File: src/core/tc_regs.svh
// Purpose: Offsets, field positions, reset values and timing counts
// Assumes: System clock of 50 MHz
// Notes: Offsets are AXI4-Lite byte addresses of the communication unit
`ifndef TC_REGS_SVH
`define TC_REGS_SVH
////////////////////////////////////////////////////////////////////////
// Clock rate and times in microseconds, cycle counts derived from them
`define TC_CLK_MHZ      50
`define TC_CYC(us)      ((us) * `TC_CLK_MHZ)
`define TC_PASS_US      200000
`define TC_PASS_LFD_US  350000
`define TC_SLOT_US      6500
`define TC_UNIT_EXT_US  160000
`define TC_UNIT_INT_US  240000
`define TC_PASS_CYC     `TC_CYC(`TC_PASS_US)
`define TC_PASS_LFD_CYC `TC_CYC(`TC_PASS_LFD_US)
`define TC_SLOT_CYC     `TC_CYC(`TC_SLOT_US)
`define TC_UNIT_EXT_CYC `TC_CYC(`TC_UNIT_EXT_US)
`define TC_UNIT_INT_CYC `TC_CYC(`TC_UNIT_INT_US)
////////////////////////////////////////////////////////////////////////
// Register byte offsets
`define TC_OFF_ALLOC    14'h0000
`define TC_OFF_SPROC    14'h0200
`define TC_OFF_SSTAT    14'h0300
`define TC_OFF_STYPE    14'h0400
`define TC_OFF_HOLD     14'h0600
`define TC_OFF_SBITS    14'h0800
`define TC_OFF_CFG      14'h1000
`define TC_OFF_SCALE    14'h1004
`define TC_OFF_CHADDR   14'h1008
`define TC_SLOT_NUM     0
////////////////////////////////////////////////////////////////////////
// Field positions, reset values and fixed codes
`define TC_CFG_LFD      0
`define TC_CFG_CJINT    1
`define TC_CFG_FILT     2
`define TC_CFG_CURVE    4
`define TC_CFG_HOLD     8
`define TC_CFG_RST      32'h0000_0000
`define TC_SCALE_RST    32'hC350_2710
`define TC_CHADDR_RST   32'h0000_0000
`define TC_SCALE_MIN    16'h2710
`define TC_SCALE_MAX    16'hC350
`define TC_TYPE_CODE    16'h5A01
`define TC_FILT_SHIFT   3
`endif

File: src/core/tc_pkg.sv
// Purpose: Types shared by both ends of the readout
// Assumes: Nothing beyond the header of constants
// Notes: Holds types only
package tc_pkg;
  typedef logic [15:0] word_t;
  typedef logic [1:0]  chan_t;
  typedef enum logic {WR_COLLECT = 1'b0, WR_RESP = 1'b1} wr_state_t;
endpackage : tc_pkg

File: src/core/tc_link_if.sv
// Purpose: Link between the thermocouple module and the communication unit
// Assumes: Both ends run on the same clock
// Notes: Channel words flow to the unit, configuration flows back
`timescale 1ns/1ns
interface tc_link_if;
  logic          word_stb;
  tc_pkg::chan_t word_ch;
  tc_pkg::word_t word_data;
  logic [3:0]    fault;
  logic          lfd_en;
  logic          cj_int;
  logic          filt_en;
  logic [1:0]    curve;
  logic [7:0]    holdoff;
  tc_pkg::word_t scale_lo;
  tc_pkg::word_t scale_hi;
  modport dev (output word_stb, word_ch, word_data, fault,
               input lfd_en, cj_int, filt_en, curve, holdoff, scale_lo, scale_hi);
  modport com (input word_stb, word_ch, word_data, fault,
               output lfd_en, cj_int, filt_en, curve, holdoff, scale_lo, scale_hi);
endinterface : tc_link_if

File: src/core/tc_smooth.sv
// Purpose: First-order smoothing of one channel's samples
// Assumes: Samples arrive as single-cycle strobes
// Notes: With smoothing off the sample passes unchanged
`timescale 1ns/1ns
`include "tc_regs.svh"
module tc_smooth (
  // Clock and reset
  input  wire logic          clk_i,
  input  wire logic          rst_n_i,
  // Sample in and out
  input  wire logic          en_i,
  input  wire logic          vld_i,
  input  wire tc_pkg::word_t x_i,
  output logic               vld_o,
  output tc_pkg::word_t      y_o
);
  import tc_pkg::*;

  logic        init_ff;
  word_t       y_ff;
  logic [16:0] diff;
  logic [16:0] step;
  logic [16:0] sum;

  // Move a fraction of the gap toward the new sample
  assign diff = {1'b0, x_i} - {1'b0, y_ff};
  assign step = 17'($signed(diff) >>> `TC_FILT_SHIFT);
  assign sum  = {1'b0, y_ff} + step;

  // Filter state, seeded by the first sample
  always_ff @(posedge clk_i or negedge rst_n_i) begin
    if (!rst_n_i) begin
      init_ff <= 1'b0;
      y_ff    <= 16'h0000;
      vld_o   <= 1'b0;
    end else begin
      vld_o <= vld_i;
      if (vld_i) begin
        init_ff <= 1'b1;
        y_ff    <= (en_i && init_ff) ? sum[15:0] : x_i;
      end
    end
  end

  assign y_o = y_ff;
endmodule : tc_smooth

File: src/core/tc_device.sv
// Purpose: Thermocouple module end: pass timing, fault hold-off, word build
// Assumes: Converter codes arrive on MCLK_I; break pins are asynchronous
// Notes: Long counts are parameters so that a simulation can shorten them
//
// Summary of operation
// - Digitise -200 to 1850 C at 16 bits
// - Narrowest 5 mV span gives 2500 steps
// - Pass of four channels takes 200 ms
// - With fault detection a pass takes 350 ms
// - One channel word sent every 6.5 ms
// - Channels sent in turn, full set four slots
// - Value spans unsigned 0 through 65535
// - One 16-bit word, low four bits status
// - No status bits when scaling outside window
// - Bit 1 is line fault, one means fault
// - Twelve-bit value in bits 4 to 15
// - All channels same layout, no output data
// - Holding area mirror at base plus channel address
// - Slot process words at base plus twice slot
// - Status bits at base plus eight per slot
// - Status and type words, one per slot
// - Master picks base matching its numbering
// - Lead breakage detection, switchable per module
// - External junction hold-off 0..250 times 160 ms
// - Internal junction hold-off 0..250 times 240 ms
// - Selectable smoothing filter on inputs
// - Linearize every supported thermocouple curve; curve setting 0 passes converter codes unchanged
`timescale 1ns/1ns
`include "tc_regs.svh"
module tc_device #(
  parameter int PASS_CYC     = `TC_PASS_CYC,
  parameter int PASS_LFD_CYC = `TC_PASS_LFD_CYC,
  parameter int SLOT_CYC     = `TC_SLOT_CYC,
  parameter int UNIT_EXT_CYC = `TC_UNIT_EXT_CYC,
  parameter int UNIT_INT_CYC = `TC_UNIT_INT_CYC
) (
  // Clock and reset
  input  wire logic          MCLK_I,
  input  wire logic          RST_N_I,
  // Converter samples
  input  wire logic          SAMPLE_VALID_I,
  input  wire tc_pkg::chan_t SAMPLE_CH_I,
  input  wire tc_pkg::word_t SAMPLE_I,
  // Lead breakage sense pins
  input  wire logic [3:0]    LINE_BREAK_I,
  // Start of a measurement pass
  output logic               CONV_START_O,
  // Link to the communication unit
  tc_link_if.dev             link
);
  import tc_pkg::*;

  ////////////////////////////////////////////////////////////////////
  // Helpers

  // Bend the converter code toward the curve; codes keep full width
  function automatic word_t lin_f(input word_t c, input logic [1:0] crv);
    logic [31:0] sq;
    sq    = c * c;
    lin_f = c;
    if (crv != 2'h0) begin
      lin_f = c - (sq[31:16] >> crv);
    end
  endfunction : lin_f

  // Build a channel word from value, fault and scaling state
  function automatic word_t pack_f(input word_t v, input logic f, input logic ok);
    pack_f = v;
    if (ok) begin
      pack_f = {v[15:4], 2'b00, f, 1'b0};
    end
  endfunction : pack_f

  ////////////////////////////////////////////////////////////////////
  // Declarations

  logic [3:0]  lb_s1_ff;
  logic [3:0]  lb_s2_ff;
  logic [3:0]  fault_now;
  logic [24:0] pass_cnt_ff;
  logic [24:0] pass_lim;
  logic [23:0] unit_cnt_ff;
  logic [23:0] unit_lim;
  logic        unit_tick;
  logic [18:0] slot_cnt_ff;
  chan_t       slot_ch_ff;
  logic        scale_ok_ff;
  word_t       lin_word;
  word_t       val_w [4];
  logic [3:0]  flt_w;
  logic        word_stb_ff;
  chan_t       word_ch_ff;
  word_t       word_data_ff;

  ////////////////////////////////////////////////////////////////////
  // Pin synchronisers

  // Two stages on the break pins before any logic reads them
  always_ff @(posedge MCLK_I or negedge RST_N_I) begin
    if (!RST_N_I) begin
      lb_s1_ff <= 4'h0;
      lb_s2_ff <= 4'h0;
    end else begin
      lb_s1_ff <= LINE_BREAK_I;
      lb_s2_ff <= lb_s1_ff;
    end
  end

  // Breakage only counts while detection is on
  assign fault_now = link.lfd_en ? lb_s2_ff : 4'h0;

  ////////////////////////////////////////////////////////////////////
  // Measurement pass timing

  // Pass length depends on fault detection
  assign pass_lim = link.lfd_en ? 25'(PASS_LFD_CYC - 1)
                                : 25'(PASS_CYC - 1);

  // Pass counter; pulses a conversion start at each wrap
  always_ff @(posedge MCLK_I or negedge RST_N_I) begin
    if (!RST_N_I) begin
      pass_cnt_ff  <= 25'h0000000;
      CONV_START_O <= 1'b0;
    end else if (pass_cnt_ff >= pass_lim) begin
      pass_cnt_ff  <= 25'h0000000;
      CONV_START_O <= 1'b1;
    end else begin
      pass_cnt_ff  <= pass_cnt_ff + 25'h0000001;
      CONV_START_O <= 1'b0;
    end
  end

  ////////////////////////////////////////////////////////////////////
  // Hold-off time base

  // Unit length follows the cold junction source
  assign unit_lim = link.cj_int ? 24'(UNIT_INT_CYC - 1)
                                : 24'(UNIT_EXT_CYC - 1);
  assign unit_tick = (unit_cnt_ff >= unit_lim);

  // Free-running unit counter shared by all channels
  always_ff @(posedge MCLK_I or negedge RST_N_I) begin
    if (!RST_N_I) begin
      unit_cnt_ff <= 24'h000000;
    end else if (unit_tick) begin
      unit_cnt_ff <= 24'h000000;
    end else begin
      unit_cnt_ff <= unit_cnt_ff + 24'h000001;
    end
  end

  ////////////////////////////////////////////////////////////////////
  // Sample path

  // Converter codes keep all 16 bits, so a 5 mV span keeps its 2500 steps
  assign lin_word = lin_f(SAMPLE_I, link.curve);

  // Status window check on the configured scaling
  always_ff @(posedge MCLK_I or negedge RST_N_I) begin
    if (!RST_N_I) begin
      scale_ok_ff <= 1'b0;
    end else begin
      scale_ok_ff <= (link.scale_lo >= `TC_SCALE_MIN)
                  && (link.scale_hi <= `TC_SCALE_MAX);
    end
  end

  // One smoothing stage, fault state and value store per channel
  for (genvar i = 0; i < 4; i++) begin : g_ch
    logic       hit;
    logic       sm_vld;
    word_t      sm_val;
    logic       flt_ff;
    logic [7:0] hold_ff;
    word_t      val_ff;

    assign hit = SAMPLE_VALID_I && (SAMPLE_CH_I == chan_t'(i));

    tc_smooth u_smooth (
      .clk_i   (MCLK_I),
      .rst_n_i (RST_N_I),
      .en_i    (link.filt_en),
      .vld_i   (hit),
      .x_i     (lin_word),
      .vld_o   (sm_vld),
      .y_o     (sm_val)
    );

    // Fault latches, then counts down the hold-off before release
    always_ff @(posedge MCLK_I or negedge RST_N_I) begin
      if (!RST_N_I) begin
        flt_ff  <= 1'b0;
        hold_ff <= 8'h00;
      end else if (fault_now[i]) begin
        flt_ff  <= 1'b1;
        hold_ff <= link.holdoff;
      end else if (flt_ff) begin
        if (hold_ff == 8'h00) begin
          flt_ff <= 1'b0;
        end else if (unit_tick) begin
          hold_ff <= hold_ff - 8'h01;
        end
      end
    end

    // Values are withheld while the channel is faulted or holding off
    always_ff @(posedge MCLK_I or negedge RST_N_I) begin
      if (!RST_N_I) begin
        val_ff <= 16'h0000;
      end else if (sm_vld && !flt_ff && !fault_now[i]) begin
        val_ff <= sm_val;
      end
    end

    assign val_w[i] = val_ff;
    assign flt_w[i] = flt_ff;
  end

  ////////////////////////////////////////////////////////////////////
  // Transfer slots

  // Slot timer, one word per interval, channels in turn
  always_ff @(posedge MCLK_I or negedge RST_N_I) begin
    if (!RST_N_I) begin
      slot_cnt_ff <= 19'h00000;
      slot_ch_ff  <= 2'h0;
    end else if (slot_cnt_ff >= 19'(SLOT_CYC - 1)) begin
      slot_cnt_ff <= 19'h00000;
      slot_ch_ff  <= slot_ch_ff + 2'h1;
    end else begin
      slot_cnt_ff <= slot_cnt_ff + 19'h00001;
    end
  end

  // Word strobe and payload toward the unit
  always_ff @(posedge MCLK_I or negedge RST_N_I) begin
    if (!RST_N_I) begin
      word_stb_ff  <= 1'b0;
      word_ch_ff   <= 2'h0;
      word_data_ff <= 16'h0000;
    end else if (slot_cnt_ff >= 19'(SLOT_CYC - 1)) begin
      word_stb_ff  <= 1'b1;
      word_ch_ff   <= slot_ch_ff;
      // Same layout for every channel
      // Inside the scaling window: fault on bit 1, value in 15:4, rest zero
      word_data_ff <= pack_f(val_w[slot_ch_ff], flt_w[slot_ch_ff],
                             scale_ok_ff);
    end else begin
      word_stb_ff  <= 1'b0;
    end
  end

  // Link outputs, all from flip-flops; nothing flows back as data
  assign link.word_stb  = word_stb_ff;
  assign link.word_ch   = word_ch_ff;
  assign link.word_data = word_data_ff;
  assign link.fault     = flt_w;
endmodule : tc_device

File: src/flat_wrapper.sv
// flat-port wrapper written by rule: the top's interface ports become plain ports
module tc_device_flat import tc_pkg::*;
#(
  parameter int PASS_CYC     = `TC_PASS_CYC,
  parameter int PASS_LFD_CYC = `TC_PASS_LFD_CYC,
  parameter int SLOT_CYC     = `TC_SLOT_CYC,
  parameter int UNIT_EXT_CYC = `TC_UNIT_EXT_CYC,
  parameter int UNIT_INT_CYC = `TC_UNIT_INT_CYC
)
  (MCLK_I, RST_N_I, SAMPLE_VALID_I, SAMPLE_CH_I, SAMPLE_I, LINE_BREAK_I, CONV_START_O, link_word_stb, link_word_ch, link_word_data, link_fault, link_lfd_en, link_cj_int, link_filt_en, link_curve, link_holdoff, link_scale_lo, link_scale_hi);
  tc_link_if link_i ();
  input  wire logic MCLK_I;
  input  wire logic RST_N_I;
  input  wire logic SAMPLE_VALID_I;
  input  wire tc_pkg::chan_t SAMPLE_CH_I;
  input  wire tc_pkg::word_t SAMPLE_I;
  input  wire logic [3:0] LINE_BREAK_I;
  output logic CONV_START_O;
  output wire logic [$bits(link_i.word_stb)-1:0] link_word_stb;
  output wire logic [$bits(link_i.word_ch)-1:0] link_word_ch;
  output wire logic [$bits(link_i.word_data)-1:0] link_word_data;
  output wire logic [$bits(link_i.fault)-1:0] link_fault;
  input wire logic [$bits(link_i.lfd_en)-1:0] link_lfd_en;
  input wire logic [$bits(link_i.cj_int)-1:0] link_cj_int;
  input wire logic [$bits(link_i.filt_en)-1:0] link_filt_en;
  input wire logic [$bits(link_i.curve)-1:0] link_curve;
  input wire logic [$bits(link_i.holdoff)-1:0] link_holdoff;
  input wire logic [$bits(link_i.scale_lo)-1:0] link_scale_lo;
  input wire logic [$bits(link_i.scale_hi)-1:0] link_scale_hi;
  assign link_word_stb = link_i.word_stb;
  assign link_word_ch = link_i.word_ch;
  assign link_word_data = link_i.word_data;
  assign link_fault = link_i.fault;
  assign link_i.lfd_en = link_lfd_en;
  assign link_i.cj_int = link_cj_int;
  assign link_i.filt_en = link_filt_en;
  assign link_i.curve = link_curve;
  assign link_i.holdoff = link_holdoff;
  assign link_i.scale_lo = link_scale_lo;
  assign link_i.scale_hi = link_scale_hi;
  tc_device #(.PASS_CYC(PASS_CYC), .PASS_LFD_CYC(PASS_LFD_CYC), .SLOT_CYC(SLOT_CYC), .UNIT_EXT_CYC(UNIT_EXT_CYC), .UNIT_INT_CYC(UNIT_INT_CYC)) u_core (.MCLK_I(MCLK_I), .RST_N_I(RST_N_I), .SAMPLE_VALID_I(SAMPLE_VALID_I), .SAMPLE_CH_I(SAMPLE_CH_I), .SAMPLE_I(SAMPLE_I), .LINE_BREAK_I(LINE_BREAK_I), .CONV_START_O(CONV_START_O), .link(link_i));
endmodule
File: config.mk
export PLATFORM = sky130hd
export DESIGN_NAME = tc_device_flat
export DESIGN_NICKNAME = d
export VERILOG_FILES = /design/src/core/tc_pkg.sv /design/src/core/tc_link_if.sv /design/src/core/tc_smooth.sv /design/src/core/tc_device.sv /design/src/flat_wrapper.sv
export VERILOG_INCLUDE_DIRS = /design/src /design/src/core
export SDC_FILE = /design/constraint.sdc
export NUM_CORES = 1
export LEC_CHECK = 0
export ABC_AREA = 1
export BUFFER_PORTS_ARGS = -buffer_cell sky130_fd_sc_hd__buf_2
export CAP_MARGIN = 20
export CORE_UTILIZATION = 25
export DETAILED_ROUTE_END_ITERATION = 6
export SETUP_SLACK_MARGIN = 0.5
export SLEW_MARGIN = 20
export SYNTH_ARGS = -nofsm -noshare
export SYNTH_HDL_FRONTEND = slang
export SYNTH_HIERARCHICAL = 1
export SYNTH_SLANG_ARGS = --single-unit
File: constraint.sdc
create_clock -name MCLK_I -period 3.9 [get_ports MCLK_I]
set_input_delay 0.195 -clock MCLK_I [delete_from_list [all_inputs] [get_ports MCLK_I]]
set_output_delay 0.195 -clock MCLK_I [all_outputs]
set_load 0.005 [all_outputs]
==> metrics, run 1 <==
Via density 4.64; Final Max Slew Viols 0; Setup crit start kind input port; post-DP HPWL 68100 um; endpoint type of the worst setup path flip-flop; final hold vios 0; # setup viols final 64; via count between 20000 and 30000; GRT overflow 0; routing usage on met2 a little over a quarter; first-pass GRT wire length 145000 um; Clock Latency Late Sink 590 ps; Die X 343 um; die height 343 um; CP max stage cell fa_1; WL per Instance 15.2 um; worst slew pin tran 1070 ps; area leader, netlist dfrtp_1; RePlAce Congestion between 0.9 and 1; cells after synthesis 3919; num ports 94; synth top area cells dfrtp_1 (23%), ha_1 (12%), fa_1 (11%), nand2_1 (11%), inv_1 (8.5%); ys async rst share 100%; core area about 110000 sq um; Post-Synth Simple-Gate Area between 20% and 30%; Synth Register Bits 271; met3 Usage GRT 1.37%; largest net degree at the start of global routing 86; final antenna-violating net count 0; fmax 120 MHz; full die area ~120000 sq um; Tcrit/Tclk final 214%; H-Tree Depth 1; slowest stage delay, CP 550 ps; post-route minimum period 8350 ps; num rows 124; violated checks DRC, setup timing; Synth Area in XOR/XNOR 3.88%; CP arrival 8870 ps; # DRC 4; Starting Density between 20 and 30%; CTS tree yes; hold_ws 63.3 ps; Net Count, Synth 4426; WP data required 4420 ps; CTS max path bufs 3; CP Max Fanout 6; DP Worst Slack -5490 ps; DRT iter0 DRCs 1499; RSZ-0062 raised after global routing yes; Final WS setup -4450 ps; dpl cells 5893; CP Class input port to flip-flop; grt peak-use layer met2; Syn. warnings 6; Main synth FF type dfrtp_1; nets@finish just over 5000; area share of the largest cell type after synthesis 23.3%; gr usage total 15.0%; max_slew headroom 28.8%; Max-Cap Viols 0; Seq/Total Area, Yosys 23.3%; Avg Inst Size Synth approximately 7.4 sq um; largest family of logic cells by synthesized area simple AND/OR/NAND/NOR gates; Compound-Gate Fraction of Synth Area 11.6%; share of layout cells above drive strength 1 38.9%; vias in the first global route 28260; met1 Usage GRT 18.9%; clk sink count 271; post-synthesis cell area 29100 sq um; initial antenna violation count 2; number of synthesized flops with an enable pin 0; clock root cell clkbuf_16; final wirelength 93000 um; status finished, violations left; PortBufs 89; Synth Area in Adders 23.1%; clk_skew 17.8 ps; min-delay worst type input port to flip-flop; clock-pin slew of the registers on the worst-case setup and hold paths 60 ps; Distinct cells, synth 69; post-synthesis mux area share 2.20%; DRT Pass-1 Iters 7; TritonCTS Buffers 31; Final Instance Count excl. Fillers ~6100; Area Overhead vs Synth 45.3%
-- cells in the mapped netlist (all sizes together), types with 37 or more instances --
cell type	count
inv	676
dfrtp	271
ha	270
o21bai	37
nand4	37
fa	167
mux2	57
a21oi	218
o21ai	204
nor3	84
nand3	294
nor2	330
nand2	893
clkbuf	66
xor2	92
xnor2	37
-- kinds of logic (layout without fill, tap and decap cells) --
family | count (synthesis) | in the layout
adder cells (fa/ha/maj) | 437 | 437
buffers and inverters | 776 | 1450
XOR/XNOR | 129 | 129
AND/OR/NAND/NOR | 1688 | 1688
AO/OA/AOI/OAI | 561 | 561
flip-flops | 271 | 271
multiplexers | 57 | 57
other | 0 | 1
-- cells in the final DEF, fill, tap and decap left out, drive strengths merged, types with 4 or more instances in the layout --
cell type / count
dlygate4sd3: 10
a31oi: 5
xor2: 92
mux2: 57
nor2: 330
a221oi: 4
clkbuf: 44
or2: 10
nor3b: 7
and2: 8
nand3: 294
a32o: 12
o21bai: 37
nand2: 893
o2111ai: 5
inv: 675
buf: 705
nand4: 37
a21o: 18
o31ai: 5
nand3b: 6
o211ai: 16
nor4: 12
ha: 270
clkinv: 11
fa: 167
a21boi: 4
nor3: 84
dfrtp: 271
o21ai: 204
a21oi: 218
xnor2: 37
o22ai: 24
a211oi: 4
-- area by class of cell --
class / instances / area [sq um]
fill: 11456 / 72700
multi-input combinational: 2872 / 24100
sequential: 271 / 6780
timing repair buffer: 716 / 5970
inverter: 677 / 2590
tap: 1512 / 1890
clock buffer: 43 / 871
clock inverter: 14 / 143
antenna: 1 / 2.50
-- routing by layer --
layer	share of wire (%)	routed length [um]	up-vias
met5	0.037	34	-
met2	50	46300	440
met4	3.1	2880	4
met3	3.0	2770	146
li1	-	-	13917
met1	44	41000	13806
-- flip-flops by register name (all words and copies together) (netlist names) --
signal and flops:
u_core/g_ch.u_smooth/vld_o 4, u_core/g_ch.u_smooth/init_ff 4, u_core/link.word_stb 1, u_core/slot_ch_ff 2, u_core/unit_cnt_ff 24, u_core/slot_cnt_ff 19
u_core/lb_s1_ff 4, u_core/g_ch.flt_ff 4, u_core/scale_ok_ff 1, u_core/pass_cnt_ff 25, u_core/g_ch.u_smooth/y_o 64, u_core/g_ch.val_ff 64
u_core/link.word_ch 2, u_core/lb_s2_ff 4, u_core/CONV_START_O 1, u_core/link.word_data 16, u_core/g_ch.hold_ff 32
-- critical path, delay by kind of cell --
kind,cells,cell delay [ps]
AOI/OAI and AO/OA,7,910
xor gates and xnor gates,1,150
adders and majority gates,11,4320
buffers and inverters,19,1710
and+or+nand+nor,18,1500
-- timing repair --
| action | CTS | global route |
|---|---|---|
| endpoints found under the setup margin | 64 | 64 |
| hold endpoints to repair | 87 | 0 |
| gates cloned | 2 | 0 |
| pin swaps | 304 | 342 |
| hold buffers | 10 | 0 |
| gates resized for setup | 504 | 498 |
| setup buffers | 83 | 60 |
-- metrics by stage --
stage	TNS (ps)	utilization [%]	cell area, sq um
after floorplan	-257470	-	30300
after global placement	-315410	31.1	35800
after detailed placement	-317980	31.1	35800
after CTS	-252910	34.5	39700
after global routing	-283950	36.8	42300
final	-261170	36.8	42300
-- final timing paths --
path,slack [ps],endpoint,depth (start not counted),from
worst max-delay path,-4450,u_core/g_ch[3].u_smooth/y_o[7],56,SAMPLE_I[6]
worst min-delay path,60,u_core/g_ch[2].hold_ff[1],5,link_holdoff[1]
worst max register to register,640,u_core/g_ch[0].u_smooth/y_o[13],22,u_core/g_ch[0].u_smooth/y_o[3]
worst min register to register,350,u_core/lb_s2_ff[1],0,u_core/lb_s1_ff[1]
max in group asynchronous,2730,u_core/g_ch[0].u_smooth/y_o[5],3,RST_N_I
min in group asynchronous,210,u_core/unit_cnt_ff[18],2,RST_N_I
Power of run 1 is not shown: default switching activity piles up to over one toggle a cycle in this logic, so the estimate is an artifact.
==> run 2, diff against run 1 <==
CTS_BUF_LIST = sky130_fd_sc_hd__clkbuf_4   (was default)
SETUP_SLACK_MARGIN = 0.15   (was 0.5)
==> run 2 against run 1 <==
The run still ends with DRC, setup timing left. Clock-buffer cell count up 61. Largest cell class unchanged. Sequential share of layout area up 0.10 points. Worst setup slack better by 94 ps. Critical path depth down 9.
==> metrics, run 2 (synthesis results as in run 1) <==
status finished, violations left; violated checks DRC, setup timing; reg2reg setup slack 670 ps; dpl cells 5893; Hold Crit Depth 5; final antenna-violating net count 0; largest net degree at the start of global routing 78; CTS tree yes; Final Max Slew Viols 0; final hold vios 0; Starting Density between 20% and 30%; first-pass GRT wire length 145000 um; worst hold path startpoint link_lfd_en; CP arrival 8920 ps; share of layout cells above drive strength 1 38.2%; H-Tree Depth 3; Die X 343 um; PortBufs 89; max_slew headroom 27.9%; clk_skew 45.6 ps; # DRC 1; CP Class input port to flip-flop; worst r2r path cells 18; num ports 94; Buf/Inv on CP 10; full die area roughly 120000 sq um; post-route minimum period 8260 ps; Final WS setup -4360 ps; final wirelength around 93000 um; WP data required 4560 ps; Crit path max-delay family adder cells; most frequent cells in the layout nand2_1 (658), inv_1 (576), buf_4 (495), dfrtp_1 (271), nor2_1 (267); DRT Pass-1 Iters 7; clock root cell clkbuf_4; final core occ 36.6%; TritonCTS Buffers 79; die height 343 um; num rows around 120; worst slew pin tran 1080 ps; CP Max Fanout 10; RePlAce Congestion between 0.9 and 1; WHS Endpoint u_core/g_ch[2].hold_ff[5]; WL per Instance roughly 15 um; clk sink count 271; CTS max path bufs 3; post-DP HPWL 68100 um; core area 115000 sq um; via count about 29000; CP max stage cell fa_1; commonest non-fill, non-tap cell in the layout nand2_1; Area Overhead vs Synth 44.3%; endpoint type of the worst setup path flip-flop; GRT overflow 0; most frequent CP cell fa_1; min-delay worst type input port to flip-flop; Clock Latency Late Sink 840 ps; vias in the first global route 28571; setup TNS -250940 ps; RSZ-0062 raised after global routing yes; Max-Cap Viols 0; clock-pin slew of the registers on the worst-case setup and hold paths 70 ps; Setup crit start kind input port; fillers 11560; nets@finish 5122; reg-to-reg startpoint u_core/g_ch[1].u_smooth/y_o[5]; gr usage total around 15%; DP Worst Slack -5490 ps; Final Instance Count excl. Fillers 6190; slowest stage delay, CP approximately 560 ps; fmax 121 MHz; Via density around 4.6; reg-to-reg endpoint u_core/g_ch[1].u_smooth/y_o[14]; DRT iter0 DRCs 1437; initial antenna violation count 5; Tcrit/Tclk final 212%; # setup viols final 64
==> run 2: cell types whose count changed in the layout (fill, tap and decap cells not counted), sizes merged <==
cell         delta
buf            -17
bufinv          +1
clkbuf         +60
clkinv         +18
clkinvlp        -1
diode           +4
dlygate4sd3    +16
inv             +3
==> run 2: worst register-to-register path, delay by kind of cell, from the launching register on <==
| kind | cells | cell delay, ps |
|---|---|---|
| xor+xnor | 1 | 260 |
| fa+ha+maj | 2 | 600 |
| flops | 1 | 510 |
| simple gates | 7 | 760 |
| compound gates | 6 | 820 |
| buf+inv | 2 | 150 |
==> run 2: stage by stage <==
stage          instance area [sq um]  hold slack, ps
2_1_floorplan                  30300            -101
5_1_grt                        42000             143
3_5_place_dp                   35800             268
4_1_cts                        39500            56.2
3_3_place_gp                   35800             270
6_report                       42000             115
==> run 2: routing by layer <==
layer | up-vias | GRT usage (%) | share of wire (%)
met5 | - | 0 | 0.029
met4 | 4 | 5.19 | 3.0
met3 | 167 | 1.80 | 3.9
met2 | 555 | 26.7 | 50
met1 | 13816 | 18.9 | 43
li1 | 14069 | - | -
==> run 2: worst max-delay path by stage <==
stage | startpoint | endpoint | slack, ps | depth (start not counted)
finish | SAMPLE_I[11] | u_core/g_ch[0].u_smooth/y_o[13] | -4360 | 47
global route | SAMPLE_I[6] | u_core/g_ch[0].u_smooth/y_o[13] | -4760 | 48
CTS | SAMPLE_I[6] | u_core/g_ch[0].u_smooth/y_o[13] | -4080 | 51
detailed placement | SAMPLE_I[12] | u_core/g_ch[2].u_smooth/y_o[11] | -5490 | 47
global placement | SAMPLE_I[12] | u_core/g_ch[2].u_smooth/y_o[11] | -5420 | 46
floorplan | SAMPLE_I[10] | u_core/g_ch[0].u_smooth/y_o[13] | -4460 | 55
==> run 2: timing repair <==
action                     CTS  global route
resized for setup          428           477
hold endpoints to repair   320             0
hold buffers                27             0
setup buffers               67            57
gates cloned                 2             0
setup endpoints to repair   64            64
pin swaps                  203           278
==> run 2: cell type report <==
cell class	instances	area [sq um]	share of cell area [%]
clock buffers	104	781	1.86
clock inverters	35	231	0.551
inverters	677	2560	6.10
diodes	5	12.5	0.0298
repair buffers	714	5960	14.2
flip-flops and latches	271	6780	16.1
multi-input cells	2872	23800	56.6
well taps	1512	1890	4.50
Power of run 2 is left out for the same reason.
